[config.mk]
export PLATFORM = sky130hd
export DESIGN_NAME = rbcp_top
export DESIGN_NICKNAME = d
export VERILOG_FILES = /design/src/inc/rbcp_pkg.sv /design/src/rtl/rbcp_filter.sv /design/src/rtl/rbcp_top.sv
export VERILOG_INCLUDE_DIRS = /design/src /design/src/inc
export SDC_FILE = /design/constraint.sdc
export NUM_CORES = 1
export LEC_CHECK = 0
export BUFFER_PORTS_ARGS = -buffer_cell sky130_fd_sc_hd__buf_2
export CORE_ASPECT_RATIO = 2
export CORE_MARGIN = 10
export CORE_UTILIZATION = 35
export CTS_BUF_LIST = sky130_fd_sc_hd__clkbuf_8
export DETAILED_ROUTE_END_ITERATION = 10
export PLACE_DENSITY_LB_ADDON = 0.05
export SYNTH_ARGS = -nofsm -noshare
export SYNTH_HDL_FRONTEND = slang
export SYNTH_HIERARCHICAL = 1
export SYNTH_SLANG_ARGS = --single-unit
[constraint.sdc]
create_clock -name core_clk_in -period 2.4 [get_ports core_clk_in]
set_input_delay 0.12 -clock core_clk_in [delete_from_list [all_inputs] [get_ports core_clk_in]]
set_output_delay 0.12 -clock core_clk_in [all_outputs]
set_load 0.005 [all_outputs]
[src/inc/rbcp_params.svh]
// Constants for the reset, low-voltage and code protection block.
`ifndef RBCP_PARAMS_SVH
`define RBCP_PARAMS_SVH
`define RBCP_ADDR_W        4
`define RBCP_REG_STATUS    4'h0
`define RBCP_REG_CTRL      4'h1
`define RBCP_REG_PROT      4'h2
`define RBCP_REG_SOURCE    4'h3
`define RBCP_PAT_LEVEL1    32'h12345678
`define RBCP_PAT_LEVEL2    32'h87654321
`define RBCP_PAT_LEVEL3    32'h43218765
`define RBCP_WAKE_NS       1000
`define RBCP_CLK_MHZ       200
`define RBCP_WAKE_CYC      ((`RBCP_WAKE_NS * `RBCP_CLK_MHZ + 999) / 1000)
`define RBCP_HYST_CYC      16
`define RBCP_BOOT_ADDR     32'h00000000
`define RBCP_SRC_PIN       0
`define RBCP_SRC_WDT       1
`define RBCP_SRC_POR       2
`define RBCP_SRC_LVD       3
`endif

[src/inc/rbcp_pkg.sv]
// Types shared by the reset, low-voltage and code protection block.
package rbcp_pkg;
	typedef enum logic [1:0] {
		RBCP_PROT_NONE,
		RBCP_PROT_ONE,
		RBCP_PROT_TWO,
		RBCP_PROT_THREE
	} rbcp_level_e;
	typedef enum logic [1:0] {
		RBCP_ST_HOLD,
		RBCP_ST_WAIT,
		RBCP_ST_RUN
	} rbcp_state_e;
endpackage

[src/rtl/rbcp_filter.sv]
// Hysteresis filter: output changes only after the input holds a new level for a count.
`include "rbcp_params.svh"
module rbcp_filter #(
	parameter int COUNT = `RBCP_HYST_CYC
) (
	input  wire logic core_clk_in,
	input  wire logic nrst_in,
	input  wire logic raw_in,
	output logic      level_out
);
	logic [7:0] cnt;

	// A change must persist for COUNT cycles, so a supply hovering at the threshold cannot toggle.
	always_ff @(posedge core_clk_in or negedge nrst_in) begin
		if (!nrst_in) begin
			cnt       <= 8'h00;
			level_out <= 1'b0;
		end else if (raw_in == level_out) begin
			cnt <= 8'h00;
		end else if (cnt == 8'(COUNT - 1)) begin
			cnt       <= 8'h00;
			level_out <= raw_in;
		end else begin
			cnt <= cnt + 8'h01;
		end
	end
endmodule

[src/rtl/rbcp_top.sv]
// Reset combiner, wake-up timer, two-stage low-voltage detector and code read protection.
`include "rbcp_params.svh"
module rbcp_top
	import rbcp_pkg::*;
#(
	parameter int WAKE_CYC = `RBCP_WAKE_CYC
) (
	input  wire logic        core_clk_in,
	input  wire logic        nrst_in,
	input  wire logic        reset_pin_n_in,
	input  wire logic        watchdog_in,
	input  wire logic        por_in,
	input  wire logic        lvd_stage1_in,
	input  wire logic        lvd_stage2_in,
	input  wire logic        osc_ok_in,
	input  wire logic        flash_init_done_in,
	input  wire logic [31:0] prot_word_in,
	input  wire logic        prot_word_valid_in,
	input  wire logic        programming_entry_pin_in,
	input  wire logic        irq_enable_in,
	input  wire logic [3:0]  addr_in,
	input  wire logic [31:0] wdata_in,
	input  wire logic        wr_in,
	input  wire logic        rd_in,
	output logic [31:0]      rdata_out,
	output logic             chip_reset_n_out,
	output logic             reset_status_out,
	output logic [31:0]      fetch_addr_out,
	output logic             lvd_irq_out,
	output logic             debug_allow_out,
	output logic             isp_allow_out,
	output logic             isp_limited_out,
	output logic             isp_full_erase_only_out,
	output logic             sector0_lock_out,
	output logic             isp_entry_out
);
	logic [1:0]  pin_sync;
	logic [1:0]  wdt_sync;
	logic [1:0]  por_sync;
	logic [1:0]  s1_sync;
	logic [1:0]  s2_sync;
	logic [1:0]  osc_sync;
	logic [1:0]  ent_sync;
	logic        s1_level;
	logic        s2_level;
	logic        reset_req;
	logic [15:0] wake_cnt;
	rbcp_state_e state;
	rbcp_level_e level;
	logic        stage1_irq_en;
	logic [3:0]  source_flags;
	logic        in_reset;

	// Pin-side inputs cross in through two flops; only the second stage is read.
	always_ff @(posedge core_clk_in or negedge nrst_in) begin
		if (!nrst_in) begin
			// The pin idles high; resetting its flops low would log a false pin reset.
			pin_sync <= 2'h3;
			wdt_sync <= 2'h0;
			por_sync <= 2'h3;
			s1_sync  <= 2'h0;
			s2_sync  <= 2'h0;
			osc_sync <= 2'h0;
			ent_sync <= 2'h0;
		end else begin
			pin_sync <= {pin_sync[0], reset_pin_n_in};
			wdt_sync <= {wdt_sync[0], watchdog_in};
			por_sync <= {por_sync[0], por_in};
			s1_sync  <= {s1_sync[0], lvd_stage1_in};
			s2_sync  <= {s2_sync[0], lvd_stage2_in};
			osc_sync <= {osc_sync[0], osc_ok_in};
			ent_sync <= {ent_sync[0], programming_entry_pin_in};
		end
	end

	// Stage-one threshold filter.
	rbcp_filter #(.COUNT(`RBCP_HYST_CYC)) u_filt_s1 (
		.core_clk_in (core_clk_in),
		.nrst_in     (nrst_in),
		.raw_in      (s1_sync[1]),
		.level_out   (s1_level)
	);

	// Stage-two threshold filter.
	rbcp_filter #(.COUNT(`RBCP_HYST_CYC)) u_filt_s2 (
		.core_clk_in (core_clk_in),
		.nrst_in     (nrst_in),
		.raw_in      (s2_sync[1]),
		.level_out   (s2_level)
	);

	// One combined request; the detector reset persists while power-on also asserts.
	assign reset_req = !pin_sync[1] | wdt_sync[1] | por_sync[1] | s2_level;

	// Wake-up sequencer: any request restarts the count from zero.
	always_ff @(posedge core_clk_in or negedge nrst_in) begin
		if (!nrst_in) begin
			state    <= RBCP_ST_HOLD;
			wake_cnt <= 16'h0000;
		end else if (reset_req) begin
			state    <= RBCP_ST_HOLD;
			wake_cnt <= 16'h0000;
		end else begin
			unique case (state)
				RBCP_ST_HOLD: begin
					if (osc_sync[1]) begin
						state <= RBCP_ST_WAIT;
					end
				end
				RBCP_ST_WAIT: begin
					if (!osc_sync[1]) begin
						state    <= RBCP_ST_HOLD;
						wake_cnt <= 16'h0000;
					end else if (wake_cnt < 16'(WAKE_CYC)) begin
						wake_cnt <= wake_cnt + 16'h0001;
					end else if (flash_init_done_in) begin
						state <= RBCP_ST_RUN;
					end
				end
				RBCP_ST_RUN: begin
					state <= RBCP_ST_RUN;
				end
			endcase
		end
	end

	assign in_reset = (state != RBCP_ST_RUN);

	// Reset outputs and boot address; downstream registers reset while chip reset is low.
	always_ff @(posedge core_clk_in or negedge nrst_in) begin
		if (!nrst_in) begin
			chip_reset_n_out <= 1'b0;
			reset_status_out <= 1'b0;
			fetch_addr_out   <= `RBCP_BOOT_ADDR;
		end else begin
			chip_reset_n_out <= !in_reset;
			reset_status_out <= !in_reset && !reset_req;
			if (in_reset) begin
				fetch_addr_out <= `RBCP_BOOT_ADDR;
			end
		end
	end

	// Sticky record of what caused the last reset; a new cause wins over a software clear.
	always_ff @(posedge core_clk_in or negedge nrst_in) begin
		if (!nrst_in) begin
			source_flags <= 4'h4;
		end else begin
			for (int i = 0; i < 4; i++) begin
				logic hit;
				hit = (i == `RBCP_SRC_PIN) ? !pin_sync[1] :
				      (i == `RBCP_SRC_WDT) ? wdt_sync[1]  :
				      (i == `RBCP_SRC_POR) ? por_sync[1]  : s2_level;
				if (hit) begin
					source_flags[i] <= 1'b1;
				end else if (wr_in && addr_in == `RBCP_REG_SOURCE && wdata_in[i]) begin
					source_flags[i] <= 1'b0;
				end
			end
		end
	end

	// Software interrupt enable for stage one.
	always_ff @(posedge core_clk_in or negedge nrst_in) begin
		if (!nrst_in) begin
			stage1_irq_en <= 1'b0;
		end else if (wr_in && addr_in == `RBCP_REG_CTRL) begin
			stage1_irq_en <= wdata_in[0];
		end
	end

	// Stage-one request goes out only when enabled; the level is still readable.
	always_ff @(posedge core_clk_in or negedge nrst_in) begin
		if (!nrst_in) begin
			lvd_irq_out <= 1'b0;
		end else begin
			lvd_irq_out <= s1_level && irq_enable_in && stage1_irq_en;
		end
	end

	// Protection level is captured from the flash word while reset holds, then frozen.
	always_ff @(posedge core_clk_in or negedge nrst_in) begin
		if (!nrst_in) begin
			level <= RBCP_PROT_NONE;
		end else if (in_reset && prot_word_valid_in) begin
			unique case (prot_word_in)
				`RBCP_PAT_LEVEL1: level <= RBCP_PROT_ONE;
				`RBCP_PAT_LEVEL2: level <= RBCP_PROT_TWO;
				`RBCP_PAT_LEVEL3: level <= RBCP_PROT_THREE;
				default:          level <= RBCP_PROT_NONE;
			endcase
		end
	end

	// Access gates; application programming has no gate here at all.
	always_ff @(posedge core_clk_in or negedge nrst_in) begin
		if (!nrst_in) begin
			debug_allow_out         <= 1'b0;
			isp_allow_out           <= 1'b0;
			isp_limited_out         <= 1'b0;
			isp_full_erase_only_out <= 1'b0;
			sector0_lock_out        <= 1'b0;
			isp_entry_out           <= 1'b0;
		end else begin
			debug_allow_out         <= (level == RBCP_PROT_NONE);
			isp_allow_out           <= (level != RBCP_PROT_THREE);
			isp_limited_out         <= (level == RBCP_PROT_ONE);
			sector0_lock_out        <= (level == RBCP_PROT_ONE);
			isp_full_erase_only_out <= (level == RBCP_PROT_TWO);
			isp_entry_out           <= ent_sync[1] && (level != RBCP_PROT_THREE);
		end
	end

	// Read port; unmapped addresses read zero.
	always_ff @(posedge core_clk_in or negedge nrst_in) begin
		if (!nrst_in) begin
			rdata_out <= 32'h00000000;
		end else if (rd_in) begin
			unique case (addr_in)
				`RBCP_REG_STATUS: rdata_out <= {28'h0000000, s2_level, s1_level, state};
				`RBCP_REG_CTRL:   rdata_out <= {31'h00000000, stage1_irq_en};
				`RBCP_REG_PROT:   rdata_out <= {30'h00000000, level};
				`RBCP_REG_SOURCE: rdata_out <= {28'h0000000, source_flags};
				default:          rdata_out <= 32'h00000000;
			endcase
		end else begin
			rdata_out <= 32'h00000000;
		end
	end

	// Checks.
	chk_req_holds_reset: assert property (@(posedge core_clk_in) disable iff (!nrst_in)
		reset_req |=> ##1 !chip_reset_n_out)
		else $error("chip reset released while a source requests it");
	chk_status_low: assert property (@(posedge core_clk_in) disable iff (!nrst_in)
		!chip_reset_n_out |-> !reset_status_out)
		else $error("status high during reset");
	chk_release_wait: assert property (@(posedge core_clk_in) disable iff (!nrst_in)
		$rose(chip_reset_n_out) |-> $past(flash_init_done_in))
		else $error("release without flash ready");
	chk_boot_addr: assert property (@(posedge core_clk_in) disable iff (!nrst_in)
		$rose(chip_reset_n_out) |-> fetch_addr_out == `RBCP_BOOT_ADDR)
		else $error("boot address not zero");
	chk_irq_gate: assert property (@(posedge core_clk_in) disable iff (!nrst_in)
		lvd_irq_out |-> $past(s1_level) && $past(irq_enable_in))
		else $error("interrupt without cause or enable");
	chk_stage2_reset: assert property (@(posedge core_clk_in) disable iff (!nrst_in)
		s2_level |-> ##2 !chip_reset_n_out)
		else $error("second stage did not reset");
	chk_lvl3_block: assert property (@(posedge core_clk_in) disable iff (!nrst_in)
		level == RBCP_PROT_THREE |=> !isp_allow_out && !isp_entry_out && !debug_allow_out)
		else $error("level three leaks access");
	chk_lvl1_sector: assert property (@(posedge core_clk_in) disable iff (!nrst_in)
		level == RBCP_PROT_ONE |=> sector0_lock_out && isp_limited_out && !debug_allow_out)
		else $error("level one gates wrong");
	chk_lvl2_erase: assert property (@(posedge core_clk_in) disable iff (!nrst_in)
		level == RBCP_PROT_TWO |=> isp_full_erase_only_out && !debug_allow_out)
		else $error("level two gates wrong");
	cov_release: cover property (@(posedge core_clk_in) $rose(chip_reset_n_out));
	cov_irq: cover property (@(posedge core_clk_in) $rose(lvd_irq_out));
	cov_lvl3: cover property (@(posedge core_clk_in) level == RBCP_PROT_THREE);
endmodule

; ---- Yosys cells after proc, flatten, opt, wreduce, memory -nomap -nowiden
; Index checks and enable logic that the tools add are counted.
; Widths: inputs -> output; s select.
[word_totals]
word_cells = 108
out_inout_bits = 73
ff_bits = 97
in_bits = 82
[classes]
bitwise_logic = 5
n_lt_le_gt_ge = 1
addsub = 3
mux = 25
reduce_logical = 25
n_eq_ne = 21
[op_table]
columns = operator, n
row1 = $mux 16, 4
row2 = $eq 32x29->1 const B, 1
row3 = $eq 32x31->1 const B, 1
row4 = $eq 32x32->1 const B, 1
row5 = $mux 32, 1
row6 = $mux 8, 4
row7 = $add 16x1->16 const B, 1
row8 = $add 8x1->8 const B, 2
row9 = $eq 8x4->1 const B, 2
row10 = $lt 16x8->1 const B, 1
row11 = $pmux 4 s4, 1
row12 = $pmux 2 s3, 2
row13 = $logic_and 1x1->1, 11
row14 = $mux 2, 5
row15 = $eq 4x2->1 const B, 2
row16 = $mux 1, 8
row17 = $ne 4x4->1 const B, 2
row18 = $reduce_bool 2->1, 4
row19 = $reduce_and 2->1, 3
row20 = $eq 2x1->1 const B, 2
row21 = $eq 2x2->1 const B, 2
row22 = $eq 4x1->1 const B, 1
row23 = $logic_not 2->1, 2
row24 = $logic_not 4->1, 1
row25 = other kinds (9), 16

; ---- Logic depth before layout (Yosys ltp)
; Gate-level depths: netlist (run 1).
[logic_depth]
ltp_word = 6
mapped_depth = 6
mapped_depth_nobuf = 6

; ---- By module
; The synthesis (run 1) kept the hierarchy.
[modules_own_cells]
columns = mod, n_inst, seq_area_each_um2, area_each_um2, cells_per_inst
row1 = rbcp_top, 1, 1282.5, 2717.6, 256
row2 = rbcp_filter, 2, 225.2, 431.7, 41

; ---- Worst setup path before layout (run 1)
; No wires, ideal clock.
[synth_path]
path_kind = reg2reg
from = register wake_cnt[4]
to = register wake_cnt[5]
setup_slack_ns = 0.716
path_stages_with_launch = 5
period_less_slack_ns = 1.684
n_path_buf = 0
required_time_ns = 2.318
setup_ns = 0.082
t_arrival_ns = 1.602
cell_sequence = dfrtp_1 > o311ai_4 > nand3_4 > or4b_1 > a31oi_1
[synth_between]
elab_chain_len = 5
word_cells_on_any_way = 8
classes_between = add/sub (1) / order compare (1) / eq/ne (1) / mux (4) / reduce/logical (1)
[synth_lines]
columns = item, line
row1 = "start, declared", rbcp_top.sv:47  ; logic [15:0] wake_cnt;
row2 = "start signal, assigned", rbcp_top.sv:115  ; wake_cnt <= wake_cnt + 16'h0001;
row3 = $add 16x1->16, rbcp_top.sv:115
row4 = $mux 16, rbcp_top.sv:114  ; end else if (wake_cnt < 16'(WAKE_CYC)) begin
row5 = $mux 16, rbcp_top.sv:111  ; if (!osc_sync[1]) begin
row6 = $mux 16, rbcp_top.sv:104  ; unique case (state)
row7 = $mux 16, rbcp_top.sv:100  ; end else if (reset_req) begin
; Parallel ways exist; a longest one is shown, timed or not. The select of a mux whose other input is x is not followed.
; A chain may end at the register's enable or synchronous reset.

; ---- Final worst setup path (run 1)
[layout_path]
from = register state[1]
to = register wake_cnt[5]
[layout_between]
elab_chain_len = 3
[layout_lines]
columns = item, line
row1 = "start, declared", rbcp_top.sv:48  ; rbcp_state_e state;
row2 = "start signal, assigned", rbcp_top.sv:98  ; state <= RBCP_ST_HOLD;
row3 = "start signal, assigned", rbcp_top.sv:101  ; state <= RBCP_ST_HOLD;
row4 = "start signal, assigned", rbcp_top.sv:107  ; state <= RBCP_ST_WAIT;
row5 = $eq 2x1->1, rbcp_top.sv:104
row6 = $reduce_bool 2->1 (no source line), n/a
row7 = $reduce_and 2->1 (no source line), n/a
; Every way passes these cells.

==> flow_summary.json, run 1 <==
{
  "path_class": "reg -> reg",
  "synth_cells": 338,
  "synthDistinctLibCells": 58,
  "yosys-top-cells-count": "dfrtp_1, buf_4, nand2_1, a21oi_1, nor2_1",
  "post-route-period-util_pct": 79.1,
  "ant_nets": 0,
  "end_kind": "register",
  "async_flop_share_pct": 100,
  "worstReg2RegStart": "state[1]",
  "synthFlopType": "dfrtp_1",
  "cts_tree": "yes",
  "syn_to_final_growth_pct": 16.4,
  "finalSetupViolCount": 0,
  "synth_top_area_share_pct": 44.7,
  "synth.most_common_cell": "dfrtp_1",
  "via_per_inst": 4.55,
  "first_pass_iters": 4,
  "grt_pass1_vias": 2741,
  "cts.clk_slew.worst_paths_ps": 70,
  "drive_gt1_share_pct": 25.3,
  "outcome": "finished clean",
  "die-area_sq_um": 14900,
  "num_vias": 2556,
  "fin_skew_ps": 9.77,
  "post_cts_buffers": 0,
  "initial_utilization_pct": 35.5,
  "overflow": 0,
  "row_count": 52,
  "io_buffers": 66,
  "slew_violations": 0,
  "hold_buffers": 10,
  "clock_latency_ps": 350,
  "yosys_warnings": 6,
  "diodes": 0,
  "finalPower_w": 0.00239,
  "cp.required_ps": 2670,
  "path_delay_family": "simple AND/OR/NAND/NOR gates",
  "power_density_nw_per_um2": 574,
  "root_buffer": "clkbuf_8",
  "r2r_end": "wake_cnt[5]",
  "crit_end": "wake_cnt[5]",
  "htreeDepth": 3,
  "relSlewSlack_pct": 63.3,
  "r2r_setup_slack_ps": 500,
  "drt-total-wl_microns": 8410,
  "fin_ws_ps": 503,
  "nets": 510,
  "grtUsageTotal_pct": 11.6,
  "antenna_found_initial": 0,
  "worst_pin_slew_ps": 550,
  "fmax_mhz": 527,
  "max-clock-path-buffers": 2,
  "hold_class": "in -> reg",
  "yosysSeqAreaShare_pct": 48.4,
  "dp_hpwl_microns": 6720,
  "worstSetupStartpointType": "register",
  "slowest_stage": "or4b_1",
  "coreArea_sq_um": 10100,
  "whs_ps": 31.9,
  "drt_iter0_markers": 60,
  "die_w_microns": 91.5,
  "fin_cells": 562,
  "cts_resized": 0,
  "preCtsSetupSlack_ps": 515,
  "finalHoldViolations": 0,
  "syn_area_per_cell_sq_um": 10.6,
  "nFillCells": 1024,
  "drc": 0,
  "critical_path_buf_inv_count": 1,
  "arrival_ps": 2170,
  "drv_cap": 0,
  "syn-cell-area_sq_um": 3580,
  "cts.sinks": 69,
  "layout_min_cycle_time_ps": 1900,
  "die_y_microns": 163,
  "leakagePower_nw": 1.94,
  "gp_congestion": 0.776,
  "cts-buffers-inserted": 9,
  "ff2ff_path_depth": 6,
  "synthTopCellsByArea": "dfrtp_1, buf_4, dfstp_2",
  "post-synth-top-area-cell": "dfrtp_1",
  "grt_pass1_wl_microns": 13600,
  "cp.depth": 6,
  "ios": 155,
  "setup.worst_path.start": "state[1]",
  "yosys_register_bits": 69,
  "avgRoutedWirePerCell_microns": 15.0,
  "place_inst": 536,
  "worstHoldStart": "wdata_in[0]",
  "synth_edf_count": 0,
  "slowest_delay_ps": 430,
  "grt_max_degree": 43,
  "crit_fanout": 11,
  "rsz0062_at_grt": "no",
  "setup_tns_ps": 0,
  "irDropWorstVdd_mv": 0.259,
  "path_cells": "inv_1 > ha_1 > nand2_1 > nor2_1 > or4b_1 > a31oi_1"
}
cells by family after synthesis:
family                   share of synthesized area (%)
XOR/XNOR                                          1.47
adder cells (fa/ha/maj)                           2.10
flip-flops                                        48.4
AO/OA/AOI/OAI                                     10.8
multiplexers                                      2.45
buffers and inverters                             14.4
AND/OR/NAND/NOR                                   20.3
other                                            0.105
per-layer routing:
layer,global-route usage [%],share of wire (%),vias to the layer above
li1,-,-,1246
met1,11.8,38,1218
met2,20.9,55,77
met3,3.13,4.9,15
met4,6.30,2.5,0
met5,0,0,-
worst min path at each step:
stage | endpoint | slack [ps] | cells after the start
2_1_floorplan | chip_reset_n_out | -180 | 0
3_3_place_gp | u_filt_s1/level_out | 150 | 2
3_5_place_dp | u_filt_s1/level_out | 150 | 2
4_1_cts | stage1_irq_en | 8 | 2
5_1_grt | stage1_irq_en | 20 | 2
6_report | stage1_irq_en | 30 | 2
final cells by class:
cell class / count / area, sq um / share of cell area, %
Clock buffer: 12 / 165 / 3.96
Tap cell: 135 / 169 / 4.05
Clock inverter: 4 / 46.3 / 1.11
Multi-Input combinational cell: 252 / 1560 / 37.3
Timing Repair Buffer: 80 / 460 / 11.1
Inverter: 10 / 37.5 / 0.901
Sequential cell: 69 / 1730 / 41.6
through the flow:
stage          utilization (%)  cell area (sq um)
2_1_floorplan                -               3800
3_3_place_gp              38.2               3850
3_5_place_dp              38.2               3850
4_1_cts                   41.3               4170
5_1_grt                   41.3               4170
6_report                  41.3               4170
power by group:
group	total, W	leakage [nW]	switching [W]	internal, W
combinational	0.000182	0.937	0.000104	0.0000782
sequential	0.00122	0.893	0.0000246	0.00119
clock	0.000991	0.110	0.000432	0.000560
flip-flops by register name (all words and copies together), names as in the netlist, 4 cells and up:
| signal | cells |
|---|---|
| wake_cnt | 16 |
| u_filt_s1/cnt | 8 |
| u_filt_s2/cnt | 8 |
| rdata_out | 4 |
| source_flags | 4 |
worst reg2reg max path: stages (launching register included):
cell and delay, ps:
dfrtp_1 410, inv_1 100, ha_1 390, nand2_1 200, nor2_1 110, or4b_1 430
a31oi_1 180
cell usage in the layout, fill, tap and decap left out, types with 3 or more instances in the layout:
master          n
dfstp_2         5
or4_1           5
clkbuf_8       12
buf_2          66
nor4_1          3
a31oi_1         7
xnor2_1         4
a21oi_1        15
or3_1           5
dlygate4sd3_1  10
nand2_1        25
nand3_1        13
nor2_1         14
nand4_1         3
nand2b_1        5
dfrtp_1        64
nor2b_1         3
o21ai_0        12
conb_1         60
inv_1          11
and2_1         11
buf_4           4
ha_1            6
a21o_1          3
Power figures use the tool's default switching activity.
==> inputs of run 2 (changes only) <==
Settings changed: ABC_AREA set to 1.
Clock period 2.4 ns to 1.7 ns, I/O delays scaled along.
==> flow_summary.json, run 2 <==
{
  "outcome": "finished clean",
  "syn_area_per_cell_sq_um": 7.49,
  "hold_buffers": 10,
  "via_per_inst": 4.15,
  "drive_gt1_share_pct": 17.9,
  "diodes": 0,
  "post_cts_buffers": 0,
  "yosysSeqAreaShare_pct": 43.1,
  "r2r_setup_slack_ps": 170,
  "first_pass_iters": 5,
  "worstHoldStart": "prot_word_valid_in",
  "overflow": 0,
  "num_vias": 3203,
  "drv_cap": 0,
  "finalSetupViolCount": 0,
  "synthTopCellsByArea": "dfrtp_1, nand2_1, buf_4",
  "grt_pass1_wl_microns": 15200,
  "dp_hpwl_microns": 7620,
  "irDropWorstVdd_mv": 0.349,
  "io_buffers": 66,
  "async_flop_share_pct": 100,
  "cts.clk_slew.worst_paths_ps": 70,
  "syn_to_final_growth_pct": 14.7,
  "coreArea_sq_um": 11300,
  "ios": 155,
  "path_class": "reg -> reg",
  "gp_congestion": 0.857,
  "grtUsageTotal_pct": 11.7,
  "setup.worst_path.start": "state[1]",
  "drt_iter0_markers": 70,
  "clock_latency_ps": 340,
  "rsz0062_at_grt": "no",
  "ant_nets": 0,
  "slowest_delay_ps": 400,
  "max-clock-path-buffers": 2,
  "nets": 713,
  "yosys_register_bits": 69,
  "power_density_nw_per_um2": 695,
  "finalHoldViolations": 0,
  "setup_tns_ps": 0,
  "path_cells": "inv_1 > ha_1 > inv_1 > o21ai_4 > inv_4 > nand2_4 > nand2_1 > nand2_1",
  "cp.required_ps": 1990,
  "slowest_stage": "dfrtp_1",
  "largestRegisters": "wake_cnt x16, u_filt_s1/cnt x8, u_filt_s2/cnt x8",
  "fin_skew_ps": 3.16,
  "worstSetupStartpointType": "register",
  "final_cell_mix": "nand2_1, nor2_1, inv_1, buf_2, dfrtp_1",
  "leakagePower_nw": 2.47,
  "worst_pin_slew_ps": 556,
  "initial_utilization_pct": 35.6,
  "htreeDepth": 3,
  "slew_violations": 0,
  "grt_pass1_vias": 3402,
  "post-route-period-util_pct": 89.8,
  "worstReg2RegStart": "state[1]",
  "drt-total-wl_microns": 9180,
  "avgRoutedWirePerCell_microns": 11.9,
  "yosys_warnings": 6,
  "cts.sinks": 69,
  "fmax_mhz": 655,
  "whs_ps": 31.4,
  "finalPower_w": 0.00320,
  "mostFrequentLayoutCell": "nand2_1",
  "drc": 0,
  "cts_tree": "yes",
  "die_w_microns": 95.8,
  "post-synth-top-area-cell": "dfrtp_1",
  "root_buffer": "clkbuf_8",
  "die_y_microns": 172,
  "cts_resized": 0,
  "largest_reg_flops": 16,
  "regMostFlops": "wake_cnt",
  "die-area_sq_um": 16400,
  "row_count": 55,
  "synth_edf_count": 0,
  "synth_cells": 537,
  "syn-cell-area_sq_um": 4020,
  "arrival_ps": 1810,
  "antenna_found_initial": 0,
  "relSlewSlack_pct": 62.9,
  "synth.most_common_cell": "nand2_1",
  "final_util_pct": 40.9,
  "synth_top_area_share_pct": 39.8,
  "synthFlopType": "dfrtp_1",
  "synthDistinctLibCells": 34,
  "layout_min_cycle_time_ps": 1530,
  "cts-buffers-inserted": 9,
  "hold_class": "in -> reg",
  "crit_fanout": 10,
  "grt_max_degree": 29,
  "end_kind": "register",
  "yosys-top-cells-count": "nand2_1, nor2_1, inv_1, dfrtp_1, buf_4"
}
==> run 2: through the flow <==
step | cell area, sq um | std cells | setup WS [ps]
6_report | 4610 | 772 | 174
5_1_grt | 4610 | 772 | 44.4
4_1_cts | 4610 | 772 | 155
3_5_place_dp | 4340 | 746 | 164
3_3_place_gp | 4340 | 746 | 192
2_1_floorplan | 4240 | 596 | 374
==> run 2: logic make-up after synthesis <==
logic type | share of synthesized area, %
and+or+nand+nor | 30.6
buffers and inverters | 19.1
DFF | 43.1
AOI/OAI and AO/OA | 3.77
adders and majority gates | 1.87
xor gates and xnor gates | 1.46
other | 0.0933
==> run 2: metal layers <==
metal | track usage, % | routed length (microns) | vias up
met3 | 2.44 | 335 | 15
met2 | 22.0 | 5150 | 84
met5 | 0 | 0 | -
li1 | - | - | 1679
met4 | 5.87 | 203 | 0
met1 | 11.4 | 3500 | 1425
==> run 2: final cells by class <==
class	count	area, sq um
inverter	81	312
multi-input combinational	385	1740
fill	1239	6670
timing repair buffer	79	478
sequential	69	1730
clock buffer	11	151
tap	142	178
clock inverter	5	20.0
==> run 2: path summary, 6_finish.rpt <==
| kind | end | cells past startpoint |
|---|---|---|
| setup / recovery | wake_cnt[2] | 8 |
| hold reg to reg | osc_sync[1] | 0 |
| setup reg to reg | wake_cnt[2] | 8 |
| min in group asynchronous | rdata_out[3] | 2 |
| hold / removal | level[1] | 4 |
| max in group asynchronous | por_sync[1] | 3 |
==> run 2: power breakdown <==
group	switching [W]	internal (W)
Sequential	0.0000287	0.00168
Clock	0.000582	0.000586
Combinational	0.000203	0.000122
==> run 2: critical path, delay by kind of cell (launching register included) <==
family / cells / cell delay, ps
adder cells (fa/ha/maj): 1 / 250
flip-flops: 1 / 400
AO/OA/AOI/OAI: 1 / 250
buffers and inverters: 3 / 300
AND/OR/NAND/NOR: 3 / 270
